===== config.mk =====
export PLATFORM = sky130hd
export DESIGN_NAME = pps_slave_buffers
export DESIGN_NICKNAME = d
export VERILOG_FILES = /design/src/pps_pkg.sv /design/src/pps_slave_buffers.sv
export VERILOG_INCLUDE_DIRS = /design/src
export SDC_FILE = /design/constraint.sdc
export NUM_CORES = 1
export LEC_CHECK = 0
export BUFFER_PORTS_ARGS = -buffer_cell sky130_fd_sc_hd__buf_2
export CORE_MARGIN = 4
export CORE_UTILIZATION = 59
export DETAILED_ROUTE_END_ITERATION = 6
export GPL_ROUTABILITY_DRIVEN = 0
export GPL_TIMING_DRIVEN = 0
export HOLD_SLACK_MARGIN = 0.03
export PLACE_DENSITY = 0.86
export SYNTH_ARGS = -nofsm -noshare
export SYNTH_HDL_FRONTEND = slang
export SYNTH_SLANG_ARGS = --single-unit

===== constraint.sdc =====
create_clock -name hclk -period 4.15 [get_ports hclk]
set_input_delay 0.83 -clock hclk [delete_from_list [all_inputs] [get_ports hclk]]
set_output_delay 0.83 -clock hclk [all_outputs]
set_load 0.005 [all_outputs]

===== src/pps_defines.svh =====
// register offsets, field positions, reset values and hold counts for the slave buffer block
`ifndef PPS_DEFINES_SVH
`define PPS_DEFINES_SVH

// register byte offsets
`define PPS_STATUS_OFS     8'h00
`define PPS_MODE_OFS       8'h04
`define PPS_ADDR_OFS       8'h08
`define PPS_IRQ_STAT_OFS   8'h0c
`define PPS_IRQ_MASK_OFS   8'h10
// buffer windows: haddr[7:4] selects the page, haddr[3:2] the slot
`define PPS_IN_BUF_PAGE    4'h2
`define PPS_OUT_BUF_PAGE   4'h3

// slave_buffer_status bit positions
`define PPS_ST_IN_ALL_FULL    15
`define PPS_ST_IN_OVERFLOW    14
`define PPS_ST_IN_SLOT_LSB    8
`define PPS_ST_OUT_ALL_EMPTY  7
`define PPS_ST_OUT_UNDERFLOW  6
`define PPS_ST_OUT_SLOT_LSB   0
`define PPS_ST_RSVD_MASK      32'hffff_3030

// port_mode_config fields
`define PPS_MD_END_LSB     0
`define PPS_MD_MID_LSB     2
`define PPS_MD_BEG_LSB     6
`define PPS_MD_SLAVE_EN    8
`define PPS_MD_CS2_EN      9
`define PPS_MD_STEP_LSB    10
`define PPS_MODE_RST       12'h000
`define PPS_OUT_EMPTY_RST  4'hf
`define PPS_ADDR_CS2_BIT   14

// interrupt status and mask bits
`define PPS_IRQ_OVF        0
`define PPS_IRQ_UNF        1
`define PPS_IRQ_HOST_WR    2
`define PPS_IRQ_HOST_RD    3

// strobe timing, in peripheral clock periods
`define PPS_WR_HOLD_BASE   3'h1
`define PPS_BEGIN_BASE     3'h1
`define PPS_FORCED_WR      3'h1
`define PPS_FORCED_RD_BEG  3'h1
`define PPS_FORCED_RD_END  3'h0

`endif


===== src/pps_pkg.sv =====
// types shared by the slave buffer block
`include "pps_defines.svh"
package pps_pkg;

   // host strobe sequencer
   typedef enum logic [2:0] {
      PPS_IDLE    = 3'b000,
      PPS_SETUP   = 3'b001,
      PPS_DRIVE   = 3'b010,
      PPS_HOLD_RD = 3'b011,
      PPS_HOLD_WR = 3'b100
   } pps_phase_t;

   // pins from the external parallel host
   typedef struct packed {
      logic       cs;
      logic       wr;
      logic       rd;
      logic [1:0] addr;
      logic [7:0] din;
   } pps_host_in_t;

   // pins toward the external parallel host
   typedef struct packed {
      logic [7:0] dout;
      logic       dout_oe;
      logic       busy;
   } pps_host_out_t;

   // whole state of the block
   typedef struct packed {
      logic [3:0]  in_full;
      logic [31:0] in_data;
      logic [3:0]  out_empty;
      logic [31:0] out_data;
      logic        ovf;
      logic        unf;
      logic [11:0] mode;
      logic [15:0] addr;
      logic [3:0]  irq_stat;
      logic [3:0]  irq_mask;
      pps_phase_t  phase;
      logic [2:0]  cnt;
      logic        wr_prev;
      logic        rd_prev;
      logic        dp_valid;
      logic        dp_write;
      logic [7:0]  dp_addr;
      logic [31:0] rdata;
      logic [7:0]  dout;
      logic        dout_oe;
   } pps_state_t;

endpackage


===== src/pps_slave_buffers.sv =====
// slave-mode buffered parallel port: byte buffers, status flags, strobe hold timing, ahb-lite registers
//
// Implementation choices: the AHB-Lite register port and the address map.
`timescale 1ns/1ps
`include "pps_defines.svh"
module pps_slave_buffers (
   // clock and reset
   input  wire logic                    hclk,
   input  wire logic                    hresetn,
   // ahb-lite slave
   input  wire logic                    hsel,
   input  wire logic [7:0]              haddr,
   input  wire logic [1:0]              htrans,
   input  wire logic                    hwrite,
   input  wire logic [2:0]              hsize,
   input  wire logic [31:0]             hwdata,
   input  wire logic                    hready,
   output      logic                    hreadyout,
   output      logic                    hresp,
   output      logic [31:0]             hrdata,
   // parallel host pins
   input  wire pps_pkg::pps_host_in_t   host_in,
   output      pps_pkg::pps_host_out_t  host_out,
   // interrupt
   output      logic                    irq
);

   localparam pps_pkg::pps_state_t STATE_RST = '{
      out_empty : `PPS_OUT_EMPTY_RST,
      mode      : `PPS_MODE_RST,
      phase     : pps_pkg::PPS_IDLE,
      default   : '0
   };

   pps_pkg::pps_state_t s;
   pps_pkg::pps_state_t next_s;
   logic                sw_acc;
   logic                sw_rd;
   logic                slave_on;
   logic                wr_rise;
   logic                wr_fall;
   logic                rd_rise;
   logic                rd_fall;
   logic                host_wr_acc;
   logic                host_rd_acc;
   logic                dp_wr;

   // hold after the strobe ends; forced defaults when the middle width is zero
   function automatic logic [2:0] hold_periods(input logic [11:0] md, input logic is_wr);
      logic [2:0] code;
      code = {1'b0, md[`PPS_MD_END_LSB +: 2]};
      if (md[`PPS_MD_MID_LSB +: 4] == 4'h0)
         hold_periods = is_wr ? `PPS_FORCED_WR : `PPS_FORCED_RD_END;
      else
         hold_periods = is_wr ? code + `PPS_WR_HOLD_BASE : code;
   endfunction

   // address step after a completed host access
   function automatic logic [15:0] step_addr(input logic [11:0] md, input logic [15:0] a);
      logic [15:0] r;
      case (md[`PPS_MD_STEP_LSB +: 2])
         2'b01: r = a + 16'h0001;
         2'b10: r = a - 16'h0001;
         default: r = a;
      endcase
      if (md[`PPS_MD_CS2_EN])
         r[`PPS_ADDR_CS2_BIT] = a[`PPS_ADDR_CS2_BIT];
      step_addr = r;
   endfunction

   // status word assembly
   function automatic logic [31:0] status_word(input pps_pkg::pps_state_t st);
      status_word = 32'h0000_0000;
      status_word[`PPS_ST_IN_ALL_FULL] = &st.in_full;
      status_word[`PPS_ST_IN_OVERFLOW] = st.ovf;
      status_word[`PPS_ST_IN_SLOT_LSB +: 4] = st.in_full;
      status_word[`PPS_ST_OUT_ALL_EMPTY] = &st.out_empty;
      status_word[`PPS_ST_OUT_UNDERFLOW] = st.unf;
      status_word[`PPS_ST_OUT_SLOT_LSB +: 4] = st.out_empty;
   endfunction

   // bus and strobe decode
   assign sw_acc      = hsel && htrans[1] && hready && (hsize == 3'h2);
   assign sw_rd       = sw_acc && !hwrite;
   assign dp_wr       = s.dp_valid && s.dp_write;
   assign slave_on    = s.mode[`PPS_MD_SLAVE_EN];
   assign wr_rise     = host_in.wr && !s.wr_prev;
   assign wr_fall     = !host_in.wr && s.wr_prev;
   assign rd_rise     = host_in.rd && !s.rd_prev;
   assign rd_fall     = !host_in.rd && s.rd_prev;
   // buffers respond only in slave mode
   assign host_wr_acc = slave_on && host_in.cs && wr_rise && (s.phase == pps_pkg::PPS_IDLE);
   assign host_rd_acc = slave_on && host_in.cs && rd_rise && !wr_rise && (s.phase == pps_pkg::PPS_IDLE);

   // next state: software effects first, host effects after so hardware sets win
   always_comb begin
      next_s          = s;
      next_s.wr_prev  = host_in.wr;
      next_s.rd_prev  = host_in.rd;

      // data phase of a software write
      if (dp_wr) begin
         case (s.dp_addr)
            `PPS_MODE_OFS: begin
               next_s.mode = hwdata[11:0];
            end
            `PPS_ADDR_OFS: begin
               next_s.addr = hwdata[15:0];
            end
            `PPS_STATUS_OFS: begin
               if (hwdata[`PPS_ST_IN_OVERFLOW])
                  next_s.ovf = 1'b0;
               if (hwdata[`PPS_ST_OUT_UNDERFLOW])
                  next_s.unf = 1'b0;
            end
            `PPS_IRQ_STAT_OFS: begin
               next_s.irq_stat = s.irq_stat & ~hwdata[3:0];
            end
            `PPS_IRQ_MASK_OFS: begin
               next_s.irq_mask = hwdata[3:0];
            end
            default: begin
               if (s.dp_addr[7:4] == `PPS_OUT_BUF_PAGE) begin
                  next_s.out_data[8*s.dp_addr[3:2] +: 8] = hwdata[7:0];
                  next_s.out_empty[s.dp_addr[3:2]]       = 1'b0;
               end
            end
         endcase
      end

      // address phase; read data is captured here so hrdata comes from a flop
      next_s.dp_valid = sw_acc;
      next_s.dp_write = hwrite;
      next_s.dp_addr  = haddr;
      if (sw_rd) begin
         case (haddr)
            `PPS_STATUS_OFS:   next_s.rdata = status_word(s);
            `PPS_MODE_OFS:     next_s.rdata = {20'h0_0000, s.mode};
            `PPS_ADDR_OFS:     next_s.rdata = {16'h0000, s.addr};
            `PPS_IRQ_STAT_OFS: next_s.rdata = {28'h000_0000, s.irq_stat};
            `PPS_IRQ_MASK_OFS: next_s.rdata = {28'h000_0000, s.irq_mask};
            default: begin
               next_s.rdata = 32'h0000_0000;
               if (haddr[7:4] == `PPS_IN_BUF_PAGE) begin
                  next_s.rdata = {24'h00_0000, s.in_data[8*haddr[3:2] +: 8]};
                  next_s.in_full[haddr[3:2]] = 1'b0;
               end else if (haddr[7:4] == `PPS_OUT_BUF_PAGE) begin
                  next_s.rdata = {24'h00_0000, s.out_data[8*haddr[3:2] +: 8]};
               end
            end
         endcase
      end

      // host strobe sequencer
      case (s.phase)
         pps_pkg::PPS_IDLE: begin
            // strobe rises and the write fall are only looked for while idle
            if (host_wr_acc) begin
               if (s.in_full[host_in.addr]) begin
                  next_s.ovf                  = 1'b1;
                  next_s.irq_stat[`PPS_IRQ_OVF] = 1'b1;
               end else begin
                  next_s.in_data[8*host_in.addr +: 8] = host_in.din;
                  next_s.in_full[host_in.addr]        = 1'b1;
                  next_s.irq_stat[`PPS_IRQ_HOST_WR]   = 1'b1;
               end
            end else if (host_rd_acc) begin
               if (s.out_empty[host_in.addr]) begin
                  next_s.unf                    = 1'b1;
                  next_s.irq_stat[`PPS_IRQ_UNF] = 1'b1;
               end else begin
                  next_s.dout                       = s.out_data[8*host_in.addr +: 8];
                  next_s.out_empty[host_in.addr]    = 1'b1;
                  next_s.irq_stat[`PPS_IRQ_HOST_RD] = 1'b1;
                  next_s.phase                      = pps_pkg::PPS_SETUP;
                  if (s.mode[`PPS_MD_MID_LSB +: 4] == 4'h0)
                     next_s.cnt = `PPS_FORCED_RD_BEG - 3'h1;
                  else
                     next_s.cnt = {1'b0, s.mode[`PPS_MD_BEG_LSB +: 2]} + `PPS_BEGIN_BASE - 3'h1;
               end
            end else if (wr_fall && slave_on) begin
               next_s.addr  = step_addr(s.mode, s.addr);
               next_s.cnt   = hold_periods(s.mode, 1'b1) - 3'h1;
               next_s.phase = pps_pkg::PPS_HOLD_WR;
            end
         end
         pps_pkg::PPS_SETUP: begin
            if (!host_in.rd) begin
               next_s.phase = pps_pkg::PPS_IDLE;
            end else if (s.cnt == 3'h0) begin
               next_s.dout_oe = 1'b1;
               next_s.phase   = pps_pkg::PPS_DRIVE;
            end else begin
               next_s.cnt = s.cnt - 3'h1;
            end
         end
         pps_pkg::PPS_DRIVE: begin
            if (rd_fall) begin
               next_s.addr = step_addr(s.mode, s.addr);
               // read hold, zero drops at once
               if (hold_periods(s.mode, 1'b0) == 3'h0) begin
                  next_s.dout_oe = 1'b0;
                  next_s.phase   = pps_pkg::PPS_IDLE;
               end else begin
                  next_s.cnt   = hold_periods(s.mode, 1'b0) - 3'h1;
                  next_s.phase = pps_pkg::PPS_HOLD_RD;
               end
            end
         end
         pps_pkg::PPS_HOLD_RD: begin
            if (s.cnt == 3'h0) begin
               next_s.dout_oe = 1'b0;
               next_s.phase   = pps_pkg::PPS_IDLE;
            end else begin
               next_s.cnt = s.cnt - 3'h1;
            end
         end
         pps_pkg::PPS_HOLD_WR: begin
            if (s.cnt == 3'h0)
               next_s.phase = pps_pkg::PPS_IDLE;
            else
               next_s.cnt = s.cnt - 3'h1;
         end
         default: begin
            next_s.dout_oe = 1'b0;
            next_s.phase   = pps_pkg::PPS_IDLE;
         end
      endcase
   end

   // state register
   always_ff @(posedge hclk or negedge hresetn) begin
      if (!hresetn)
         s <= STATE_RST;
      else
         s <= next_s;
   end

   // outputs; zero-wait slave, always okay
   assign hreadyout        = 1'b1;
   assign hresp            = 1'b0;
   assign hrdata           = s.rdata;
   assign host_out.dout    = s.dout;
   assign host_out.dout_oe = s.dout_oe;
   // busy keeps the host off while setup, read hold or write hold runs
   assign host_out.busy    = (s.phase == pps_pkg::PPS_SETUP) || (s.phase == pps_pkg::PPS_HOLD_WR)
                             || (s.phase == pps_pkg::PPS_HOLD_RD);
   assign irq              = |(s.irq_stat & s.irq_mask);
endmodule // pps_slave_buffers


==> results.md, run 1 <==
* Antenna Nets Post-Route at 0
* Seq cells post-synth at 153
* RSZ-0062 raised after global routing: false
* Commonest non-fill, non-tap cell in the layout: nand2_1
* Initial DRT Pass Iterations at 6
* Root buf cell: clkbuf_16
* Register-to-Register Path Depth at 16
* Share of cells above drive strength 1 at 0.214
* Worst EP arrival at 4.30 ns
* Syn Std Cell Area at 9190 sq um
* Number of I/O pins at 108
* CTS Buffer Depth at 2
* Worst-path cell chain: inv_1, ha_1, buf_6, buf_2, clkbuf_4, clkbuf_4, clkbuf_4, xor2_1, ha_1, or4bb_1, o21ai_2, o21ai_2, a311oi_1, o21ai_1, xnor2_1, a211oi_1
* Setup TNS at 0 ns
* CTS tree: yes
* Final Setup Violations at 0
* Vias at 8,214
* Maximum fanout along the worst path at 10
* Final HPWL DP at 17.9 mm
* Synthesis Warnings at 0
* EDFF count, synth at 0
* Gate power share at 0.309
* WS Path Type: reg -> reg
* Required @ worst endpoint at 4.49 ns
* Die Y at 133 um
* Clock latency on the worst-skew pair at 0.45 ns
* First-pass GRT wire length at 40.7 mm
* Vias in the first global route at 7,765
* Post-CTS setup buffers at 0
* R2r startpoint: s[93]$_DFFE_PN0P_
* Distinct cells, synth at 75
* Fraction of registers with async set/reset at 1.00
* Reg power frac at 0.388
* WL final at 25.8 mm
* Slew @ Worst Pin at 1.20 ns
* Post-synthesis cell count at 984
* Top cell by count, worst path: clkbuf_4
* Core footprint at 15,300 sq um
* Max-slew headroom at 0.193
* Initial antenna violation count at 0
* Clock sinks at 153
* R2R Path End: s[81]$_DFF_PN0_
* Num rows at 45
* Die Footprint at 17,600 sq um
* Clock power frac at 0.303
* GR Overflow Total at 0
* Top_reg_cell synth: dfrtp_1
* Period utilization at 0.955
* Sw frac at 0.349
* Buf+Inv Stages, Crit Path at 6
* Post-synthesis sequential area ratio at 0.417
* Min Tclk post-route at 3.96 ns
* Setup slack, reg-to-reg at 0.19 ns
* Wire length per cell at 19.7 um
* CTS buffer count at 17
* Cell Pwr Density at 487 nW/um^2
* Critical Path Slowest Stage Cell: or4bb_1
* Status: complete, no violations
* Buffers added on ports at 68
* # H-tree levels at 4
* Avg Vias per Cell at 6.27
* Residual DRC count at 0
* Int Power at 3.32 mW
* Iteration-0 DRC Markers at 997
* Die W at 133 um
* Final hold vios at 0
* P_sw at 1.78 mW
* Critical Path Stages at 16
* Critical path destination: s[81]$_DFF_PN0_
* Clock Pin Slew Worst Setup and Hold Paths at 0.06 ns
* Critical path launch point type: register
* Leakage power at 4.56 nW
* Nets@finish at 1,173
* CP startpoint: s[93]$_DFFE_PN0P_
* N_diodes at 0
* Largest net degree at the start of global routing at 83
* Setup crit end kind: register
* Max_cap viols at 0
* Slowest Stage Delay on Critical Path at 0.52 ns
* Synth Area per Inst at 9.34 sq um
* Max Fclk at 0.252 GHz
* Most frequent cells in the layout: nand2_1, dfrtp_1, o21ai_0
* Peak VDD IR at 0.373 mV
* Total track usage at 0.292
* Slew Limit Fails at 0
* Starting Density at 0.602
* Hold WC Path Type: in -> async
* Area growth syn-to-layout at 13.9%
* Clock skew at 0.0143 ns
* Worst-case hold slack at 0.398 ns
* Top Family by Delay on Critical Path: buffers and inverters
## logic make-up (layout without fill, tap and decap cells)
logic type / after synthesis / after routing / synth area share
AND/OR/NAND/NOR: 381 / 381 / 0.191
AO/OA/AOI/OAI: 226 / 226 / 0.159
flip-flops: 153 / 153 / 0.417
buffers and inverters: 117 / 217 / 0.0689
multiplexers: 72 / 72 / 0.123
adder cells (fa/ha/maj): 22 / 22 / 0.0299
XOR/XNOR: 11 / 11 / 0.0105
other: 2 / 18 / 0.000817
## stage by stage
step | power [mW] | cells | util | setup WS (ns) | area, sq um
3_3_place_gp | 3.47 | 1279 | 0.646 | 0.0125 | 9860
5_1_grt | 5.34 | 1311 | 0.686 | 0.0251 | 10500
2_1_floorplan | 3.06 | 1000 | - | 0.825 | 9250
3_5_place_dp | 3.52 | 1280 | 0.648 | 0.263 | 9890
4_1_cts | 5.06 | 1311 | 0.686 | 0.200 | 10500
6_report | 5.10 | 1311 | 0.686 | 0.189 | 10500
## area by class of cell
cell class                 instances  area, sq um
multi-input combinational        730         4790
fill                            1153         4790
sequential                       153         3830
buffer                           104          592
clock buffer                      18          429
timing repair buffer              69          374
tap                              211          264
clock inverter                    13          145
inverter                          13         48.8
## worst min path at each step
stage	from	end	slack, ns
6_report	hresetn	s[57]$_DFFE_PN0P_	0.40
5_1_grt	hresetn	s[57]$_DFFE_PN0P_	0.46
4_1_cts	hresetn	s[57]$_DFFE_PN0P_	0.43
3_5_place_dp	register	register	0.47
3_3_place_gp	register	register	0.46
2_1_floorplan	s[95]$_DFF_PN0_	s[95]$_DFF_PN0_	0.44
## synth_stat cells (4+ instances only)
library cell,number,share of area
mux2i_1,16,0.017
nor3b_1,9,0.0073
dfrtp_1,149,0.41
o221ai_1,5,0.0048
ha_1,22,0.030
a31oi_1,10,0.0068
mux4_2,30,0.073
nand2b_1,8,0.0054
o31ai_1,6,0.0049
nand4_1,6,0.0041
a211oi_1,7,0.0057
nor3_1,19,0.010
a311oi_1,4,0.0038
o22ai_1,6,0.0041
a22oi_1,8,0.0065
xnor2_1,6,0.0057
nand2_1,212,0.087
nor2b_1,11,0.0075
dfstp_2,4,0.011
nor4_1,5,0.0034
and3_1,7,0.0048
o21ai_0,97,0.053
mux2_2,26,0.032
inv_1,13,0.0053
buf_4,44,0.036
a21oi_1,26,0.014
o21a_1,8,0.0065
clkbuf_1,39,0.016
o21ai_1,4,0.0022
nand4b_1,5,0.0048
a21o_1,4,0.0033
buf_2,17,0.0093
xor2_1,5,0.0048
nand3_1,19,0.010
and2_1,9,0.0061
or3_1,5,0.0034
nor2_1,45,0.018
a22o_1,8,0.0076
## worst register-to-register path, cell delays in order (launching register included)
cell and delay, ns:
dfrtp_1 0.41, inv_1 0.09, ha_1 0.17, buf_6 0.14, buf_2 0.23, clkbuf_4 0.26
clkbuf_4 0.25, clkbuf_4 0.27, xor2_1 0.17, ha_1 0.25, or4bb_1 0.52, o21ai_2 0.12
o21ai_2 0.16, a311oi_1 0.30, o21ai_1 0.12, xnor2_1 0.15, a211oi_1 0.26
## power groups by stage
stage | clock [mW] | sequential (mW) | combinational, mW
finish | 1.54 | 1.98 | 1.58
global route | 1.62 | 2.01 | 1.71
CTS | 1.55 | 1.97 | 1.55
detailed placement | 0 | 1.99 | 1.53
global placement | 0 | 1.98 | 1.49
floorplan | 0 | 1.92 | 1.14
## repair_timing
action                                  in CTS  in global routing
gates resized for setup                      0                  3
endpoints found under the setup margin       0                  4
hold buffers                                 0                  0
## layer usage
layer  routed length, um  GRT usage
met1               10000      0.378
met2               12400      0.469
met3                2430     0.0711
met4                 941      0.130
met5                   0          0
(Power assumes the default switching activity.)
==> run 2, diff against run 1 <==
--- a/config.mk
+++ b/config.mk
@@ -7,10 +7,11 @@
 export NUM_CORES = 1
 export LEC_CHECK = 0
 export BUFFER_PORTS_ARGS = -buffer_cell sky130_fd_sc_hd__buf_2
+export CELL_PAD_IN_SITES_DETAIL_PLACEMENT = 1
+export CELL_PAD_IN_SITES_GLOBAL_PLACEMENT = 2
 export CORE_MARGIN = 4
-export CORE_UTILIZATION = 59
+export CORE_UTILIZATION = 37
 export DETAILED_ROUTE_END_ITERATION = 6
-export GPL_ROUTABILITY_DRIVEN = 0
 export GPL_TIMING_DRIVEN = 0
 export HOLD_SLACK_MARGIN = 0.03
 export PLACE_DENSITY = 0.86
==> run 2 against run 1 <==
Final cell count is 8.7% higher. Combinational power about the same. Clock-buffer cell count did not move. Largest cell class unchanged. Largest power group unchanged. Highest routed layer unchanged.
==> results.md, run 2 (synthesized netlist as in run 1, its figures left out) <==
* Iteration-0 DRC Markers at 485 (-51%)
* WL final at 29.6 mm (+15%)
* Non-filler cells, final at 1,425 (+8.7%)
* Residual DRC count at 0 (unchanged)
* Footprint of the multi-input gates at 4790 sq um (unchanged)
* Buf+Inv Stages, Crit Path at 5 (-1)
* GR Overflow Total at 0 (unchanged)
* Initial DRT Pass Iterations at 4 (-2)
* Max Fclk at 0.254 GHz (+0.50%)
* First-pass GRT wire length at 47.1 mm (+16%)
* Clock Pin Slew Worst Setup and Hold Paths at 0.06 ns (about the same)
* Register-to-Register Path Depth at 15 (-1)
* Setup TNS at 0 ns (unchanged)
* Required @ worst endpoint at 4.52 ns (+0.03 ns)
* Largest net degree at the start of global routing at 85 (+2.4%)
* Status: complete, no violations
* Placed insts at 1,393 (+8.8%)
* Top Family by Delay on Critical Path: buffers and inverters
* Critical Path Slowest Stage Cell: or4bb_1
* Cell Pwr Density at 488 nW/um^2 (+0.20%)
* Num rows at 57 (+27%)
* CTS buffer count at 17 (unchanged)
* Post-CTS setup buffers at 0 (unchanged)
* Setup crit end kind: register
* Clock skew at 0.0156 ns (+0.00126 ns)
* Hold Buf Count CTS at 0 (unchanged)
* Nets@finish at 1,173 (unchanged)
* Period utilization at 0.950 (-0.00474)
* Number of fill cells at 2,905 (+150%)
* Die Y at 166 um (+25%)
* RSZ-0062 raised after global routing: false
* Peak VDD IR at 0.274 mV (-26%)
* Hold WC Path Type: in -> async
* Worst setup margin at 0.208 ns (+0.0197 ns)
* Max_cap viols at 0 (unchanged)
* Maximum fanout along the worst path at 10 (unchanged)
* Most frequent cells in the layout: nand2_1, dfrtp_1, o21ai_0
* Clock latency on the worst-skew pair at 0.44 ns (about the same)
* Starting Density at 0.377 (-0.226)
* Max-slew headroom at 0.0818 (-0.111)
* Die W at 166 um (+25%)
* Min Tclk post-route at 3.94 ns (-0.0197 ns)
* Critical Path Stages at 15 (-1)
* Area growth syn-to-layout at 15.8%
* Final Setup Violations at 0 (unchanged)
* Initial antenna violation count at 0 (unchanged)
* Slew Limit Fails at 0 (unchanged)
* Total track usage at 0.215 (-0.0768)
* CTS tree: yes
* Antenna Nets Post-Route at 0 (unchanged)
* Number of I/O pins at 108 (unchanged)
* Final hold vios at 0 (unchanged)
* CTS Buffer Depth at 2 (unchanged)
* Critical path launch point type: register
* Share of cells above drive strength 1 at 0.215 (+0.00162)
* Avg Vias per Cell at 5.49 (-12%)
* WS Path Type: reg -> reg
* Root buf cell: clkbuf_16
* Commonest non-fill, non-tap cell in the layout: nand2_1
* Buffers added on ports at 68 (unchanged)
* Final Util at 0.436 (-0.250)
* Slowest Stage Delay on Critical Path at 0.52 ns (about the same)
* Die Footprint at 27,400 sq um (+55%)
* Gpl congestion at 0.899
* Leakage power at 4.58 nW (+0.50%)
* Wire length per cell at 20.8 um (+5.5%)
* FF+latch area at 3830 sq um (unchanged)
* Worst EP arrival at 4.31 ns (about the same)
* Final HPWL DP at 21.5 mm (+20%)
* Clock sinks at 153 (unchanged)
* Core footprint at 24,400 sq um (+60%)
* N_diodes at 0 (unchanged)
* Vias in the first global route at 8,188 (+5.4%)
* Slew @ Worst Pin at 1.37 ns (+0.173 ns)
* Worst-path cell chain: ha_1, buf_6, buf_2, clkbuf_4, clkbuf_4, buf_4, xor2_1, ha_1, or4bb_1, o21ai_2, o21ai_2, and3_1, a211oi_2, mux2i_1, and2_1
* # H-tree levels at 4 (unchanged)
* Vias at 7,827 (-4.7%)
* DP Worst Slack at 0.0296 ns (-0.234 ns)
[run 2: cell types whose count changed in the layout (fill, tap and decap cells not counted), sizes merged]
cell and change:
clkbuf -1, inv +4, buf +1, clkinv -1
clkinvlp -2
[run 2: layer usage]
metal  up-vias  part of all wire  GRT usage  wire (um)
met5         -                 0          0          0
met4         0             0.017     0.0516        499
met3        33             0.034     0.0346        998
met2       158              0.49      0.364      14600
met1      3977              0.46      0.291      13500
li1       3659                 -          -          -
[run 2: final cells by class]
cell class | instances | share of cell area
Buffer | 104 | 0.0556
Clock buffer | 18 | 0.0413
Clock inverter | 14 | 0.0149
Inverter | 13 | 0.00459
Multi-Input combinational cell | 730 | 0.450
Sequential cell | 153 | 0.360
Tap cell | 324 | 0.0381
Timing Repair Buffer | 69 | 0.0355
[run 2: path summary, 6_finish.rpt]
kind,from,to,slack [ns]
max,s[94]$_DFFE_PN0P_,s[77]$_DFF_PN0_,0.21
min,hresetn,s[58]$_DFFE_PN0P_,0.35
max reg2reg,s[94]$_DFFE_PN0P_,s[77]$_DFF_PN0_,0.21
min reg2reg,register,register,0.48
max in group asynchronous,hresetn,s[66]$_DFF_PN0_,2.94
min in group hclk,register,register,0.48
[run 2: what timing repair did]
action                                 CTS  global route
gates resized for setup                  0             4
setup endpoints to repair                0             5
endpoints found under the hold margin    0             0
[run 2: through the flow]
step / hold slack (ns) / cell area (sq um) / power, mW
finish: 0.351 / 10600 / 5.19
global route: 0.389 / 10600 / 5.49
CTS: 0.373 / 10600 / 5.23
detailed placement: 0.470 / 10000 / 3.60
global placement: 0.458 / 10000 / 3.55
floorplan: 0.444 / 9250 / 3.06
[run 2: power breakdown]
part / switching, mW / leakage [nW] / internal, mW / total, mW
sequential: 0.226 / 1.80 / 1.76 / 1.98
clock: 0.687 / 0.288 / 0.917 / 1.60
combinational: 0.926 / 2.50 / 0.679 / 1.60
total: 1.84 / 4.58 / 3.35 / 5.19
[run 2: worst reg2reg max path: cells and delay by family (launching register included)]
kind / cells / cell delay (ns)
AO/OA/AOI/OAI: 3 / 0.50
XOR/XNOR: 1 / 0.16
adder cells (fa/ha/maj): 2 / 0.46
buffers and inverters: 5 / 1.15
flip-flops: 1 / 0.45
multiplexers: 1 / 0.27
AND/OR/NAND/NOR: 3 / 0.90
==> run 3, diff against run 2 <==
--- a/config.mk
+++ b/config.mk
@@ -6,15 +6,17 @@
 export SDC_FILE = /design/constraint.sdc
 export NUM_CORES = 1
 export LEC_CHECK = 0
+export ABC_CLOCK_PERIOD_IN_PS = 4500
 export BUFFER_PORTS_ARGS = -buffer_cell sky130_fd_sc_hd__buf_2
 export CELL_PAD_IN_SITES_DETAIL_PLACEMENT = 1
 export CELL_PAD_IN_SITES_GLOBAL_PLACEMENT = 2
 export CORE_MARGIN = 4
-export CORE_UTILIZATION = 37
+export CORE_UTILIZATION = 38
+export CTS_BUF_LIST = sky130_fd_sc_hd__clkbuf_8
 export DETAILED_ROUTE_END_ITERATION = 6
 export GPL_TIMING_DRIVEN = 0
 export HOLD_SLACK_MARGIN = 0.03
-export PLACE_DENSITY = 0.86
+export PLACE_DENSITY = 0.87
 export SYNTH_ARGS = -nofsm -noshare
 export SYNTH_HDL_FRONTEND = slang
 export SYNTH_SLANG_ARGS = --single-unit
==> constraint.sdc (replaced) <==
create_clock -name hclk -period 4.5 [get_ports hclk]
set_input_delay 0.9 -clock hclk [delete_from_list [all_inputs] [get_ports hclk]]
set_output_delay 0.9 -clock hclk [all_outputs]
set_load 0.005 [all_outputs]
==> run 3 against run 2 <==
Final cell count is 0.35% lower. Total power is 16% lower. Sequential share of layout area is 0.78 points higher. Register-to-register slack better by 0.16 ns. Fmax is 4.6% lower. Wire length is 0.20% higher. Clock power is 33% lower. Design area is 2.1% lower. Combinational power is 8% lower. Die area is 2.5% lower. Largest cell class unchanged.
==> results.md, run 3 (synthesized netlist as in run 1, its figures left out) <==
* Status: complete, no violations
* # H-tree levels at 4 (unchanged)
* Required @ worst endpoint at 4.88 ns (+0.36 ns)
* Wire length per cell at 20.9 um (+0.56%)
* Clock latency on the worst-skew pair at 0.48 ns (+0.04 ns)
* P_sw at 1.67 mW (-9.2%)
* R2r startpoint: s[94]$_DFFE_PN0P_
* Final Setup Violations at 0 (unchanged)
* Clock Pin Slew Worst Setup and Hold Paths at 0.09 ns (+0.03 ns)
* Core footprint at 23,600 sq um (-3.2%)
* Hold Buf Count CTS at 0 (unchanged)
* Wire length on met3 at 1.30 mm (+30%)
* N_diodes at 0 (unchanged)
* Hold WC Path Type: in -> async
* Max_cap viols at 0 (unchanged)
* First-pass GRT wire length at 47.3 mm (+0.50%)
* Largest net degree at the start of global routing at 103 (+21%)
* Starting Density at 0.389 (+0.0124)
* Num rows at 56 (-1.8%)
* Cell Pwr Density at 420 nW/um^2 (-14%)
* CTS Buffer Depth at 2 (unchanged)
* Total Power at 4.38 mW (-16%)
* Slew @ Worst Pin at 1.30 ns (-0.0783 ns)
* Int Power at 2.71 mW (-19%)
* Buffers added on ports at 68 (unchanged)
* Gate power share at 0.336 (+0.027)
* Die W at 164 um (-1.3%)
* Setup crit end kind: register
* Period utilization at 0.919 (-0.0313)
* Peak VDD IR at 0.165 mV (-40%)
* R2R Path End: s[81]$_DFF_PN0_
* Initial DRT Pass Iterations at 5 (+1)
* Min Tclk post-route at 4.13 ns (+0.192 ns)
* Share of cells above drive strength 1 at 0.215 (unchanged)
* Maximum fanout along the worst path at 10 (unchanged)
* Worst setup margin at 0.367 ns (+0.158 ns)
* Vias at 7,860 (+0.42%)
* M1 WL at 13.4 mm (-0.73%)
* Avg Vias per Cell at 5.54 (+0.78%)
* Die Footprint at 26,700 sq um (-2.5%)
* Gpl congestion at 0.880 (-2.1%)
* Clock sinks at 153 (unchanged)
* Commonest non-fill, non-tap cell in the layout: nand2_1
* CTS tree: yes
* WL final at 29.6 mm (+0.20%)
* Area growth syn-to-layout at 13.3%
* Root buf cell: clkbuf_8
* Final Util at 0.441 (+0.00484)
* Vias in the first global route at 8,291 (+1.3%)
* DR top layer: met4
* Nets@finish at 1,173 (unchanged)
* Post-CTS setup buffers at 0 (unchanged)
* Leakage power at 4.48 nW (-2.2%)
* Final hold vios at 0 (unchanged)
* WS Path Type: reg -> reg
* CTS buffer count at 17 (unchanged)
* Die Y at 164 um (-1.3%)
* Non-filler cells, final at 1,420 (-0.35%)
* Critical path launch point type: register
* Antenna Nets Post-Route at 0 (unchanged)
* Placed insts at 1,388 (-0.36%)
* Setup TNS at 0 ns (unchanged)
* Register-to-Register Path Depth at 15 (unchanged)
* Worst EP arrival at 4.52 ns (+0.21 ns)
* Sw frac at 0.381 (+0.0271)
* Setup slack, reg-to-reg at 0.37 ns (+0.16 ns)
* Number of I/O pins at 108 (unchanged)
* Most frequent cells in the layout: nand2_1, dfrtp_1, o21ai_0
* WL met2 at 14.3 mm (-2.3%)
* RSZ-0062 raised after global routing: false
* Max Fclk at 0.242 GHz (-4.6%)
* GR Overflow Total at 0 (unchanged)
* DP Worst Slack at 0.417 ns (+0.387 ns)
* Iteration-0 DRC Markers at 450 (-7.2%)
* Reg power frac at 0.418 (+0.036)
* CP startpoint: s[94]$_DFFE_PN0P_
* Initial antenna violation count at 0 (unchanged)
* Clock power frac at 0.246 (-0.063)
* # resized after CTS at 0 (unchanged)
* Residual DRC count at 0 (unchanged)
* Slew Limit Fails at 0 (unchanged)
* Clock skew at 0.0163 ns (+0.000769 ns)
* Total track usage at 0.228 (+0.0129)
* Max-slew headroom at 0.134 (+0.0523)
* Final HPWL DP at 21.9 mm (+1.5%)
==> run 3: changes by cell type in the layout (fill, tap and decap cells not counted), sizes merged <==
cell,delta
bufinv,-1
buf,+2
clkinvlp,+1
clkbuf,-2
clkinv,+1
inv,-1
==> run 3: worst max path at each step <==
stage	slack (ns)	endpoint
finish	0.37	s[81]$_DFF_PN0_
global route	0.17	s[81]$_DFF_PN0_
CTS	0.39	s[81]$_DFF_PN0_
detailed placement	0.42	s[81]$_DFF_PN0_
global placement	0.07	host_out[6]$_DFFE_PN0P_
floorplan	1.18	s[81]$_DFF_PN0_
==> run 3: worst max-delay path: stages, from the launching register on <==
cell and delay [ns]:
dfrtp_1 0.47, ha_1 0.21, buf_6 0.14, buf_2 0.22, buf_2 0.28, buf_2 0.31, buf_2 0.35, xor2_1 0.18
ha_1 0.25, or4bb_1 0.51, o21ai_2 0.12, o21ai_2 0.16, a311oi_1 0.32, o21ai_1 0.14, xnor2_1 0.15, a211oi_1 0.25
==> run 3: layer usage <==
| layer | vias to the layer above | GRT usage |
|---|---|---|
| met5 | - | 0 |
| met2 | 190 | 0.379 |
| met4 | 0 | 0.0701 |
| li1 | 3664 | - |
| met1 | 3958 | 0.308 |
| met3 | 48 | 0.0351 |
==> run 3: power groups by stage <==
stage | Sequential (mW) | Clock, mW | Combinational, mW
6_report | 1.83 | 1.08 | 1.47
5_1_grt | 1.86 | 1.16 | 1.63
4_1_cts | 1.83 | 1.10 | 1.48
3_5_place_dp | 1.85 | 0 | 1.47
3_3_place_gp | 1.84 | 0 | 1.44
2_1_floorplan | 1.77 | 0 | 1.05
==> run 3: cell type report <==
class	instances	area [sq um]
repair buffers	69	378
clock inverters	14	139
inverters	13	48.8
flip-flops and latches	153	3830
well taps	319	399
fillers	2831	13200
multi-input cells	730	4790
clock buffers	18	248
plain buffers	104	584
==> run 3: metrics by stage <==
| step | instance area (sq um) | hold WS, ns |
|---|---|---|
| 2_1_floorplan | 9250 | 0.444 |
| 4_1_cts | 10400 | 0.328 |
| 3_5_place_dp | 10000 | 0.470 |
| 3_3_place_gp | 9990 | 0.458 |
| 6_report | 10400 | 0.336 |
| 5_1_grt | 10400 | 0.352 |
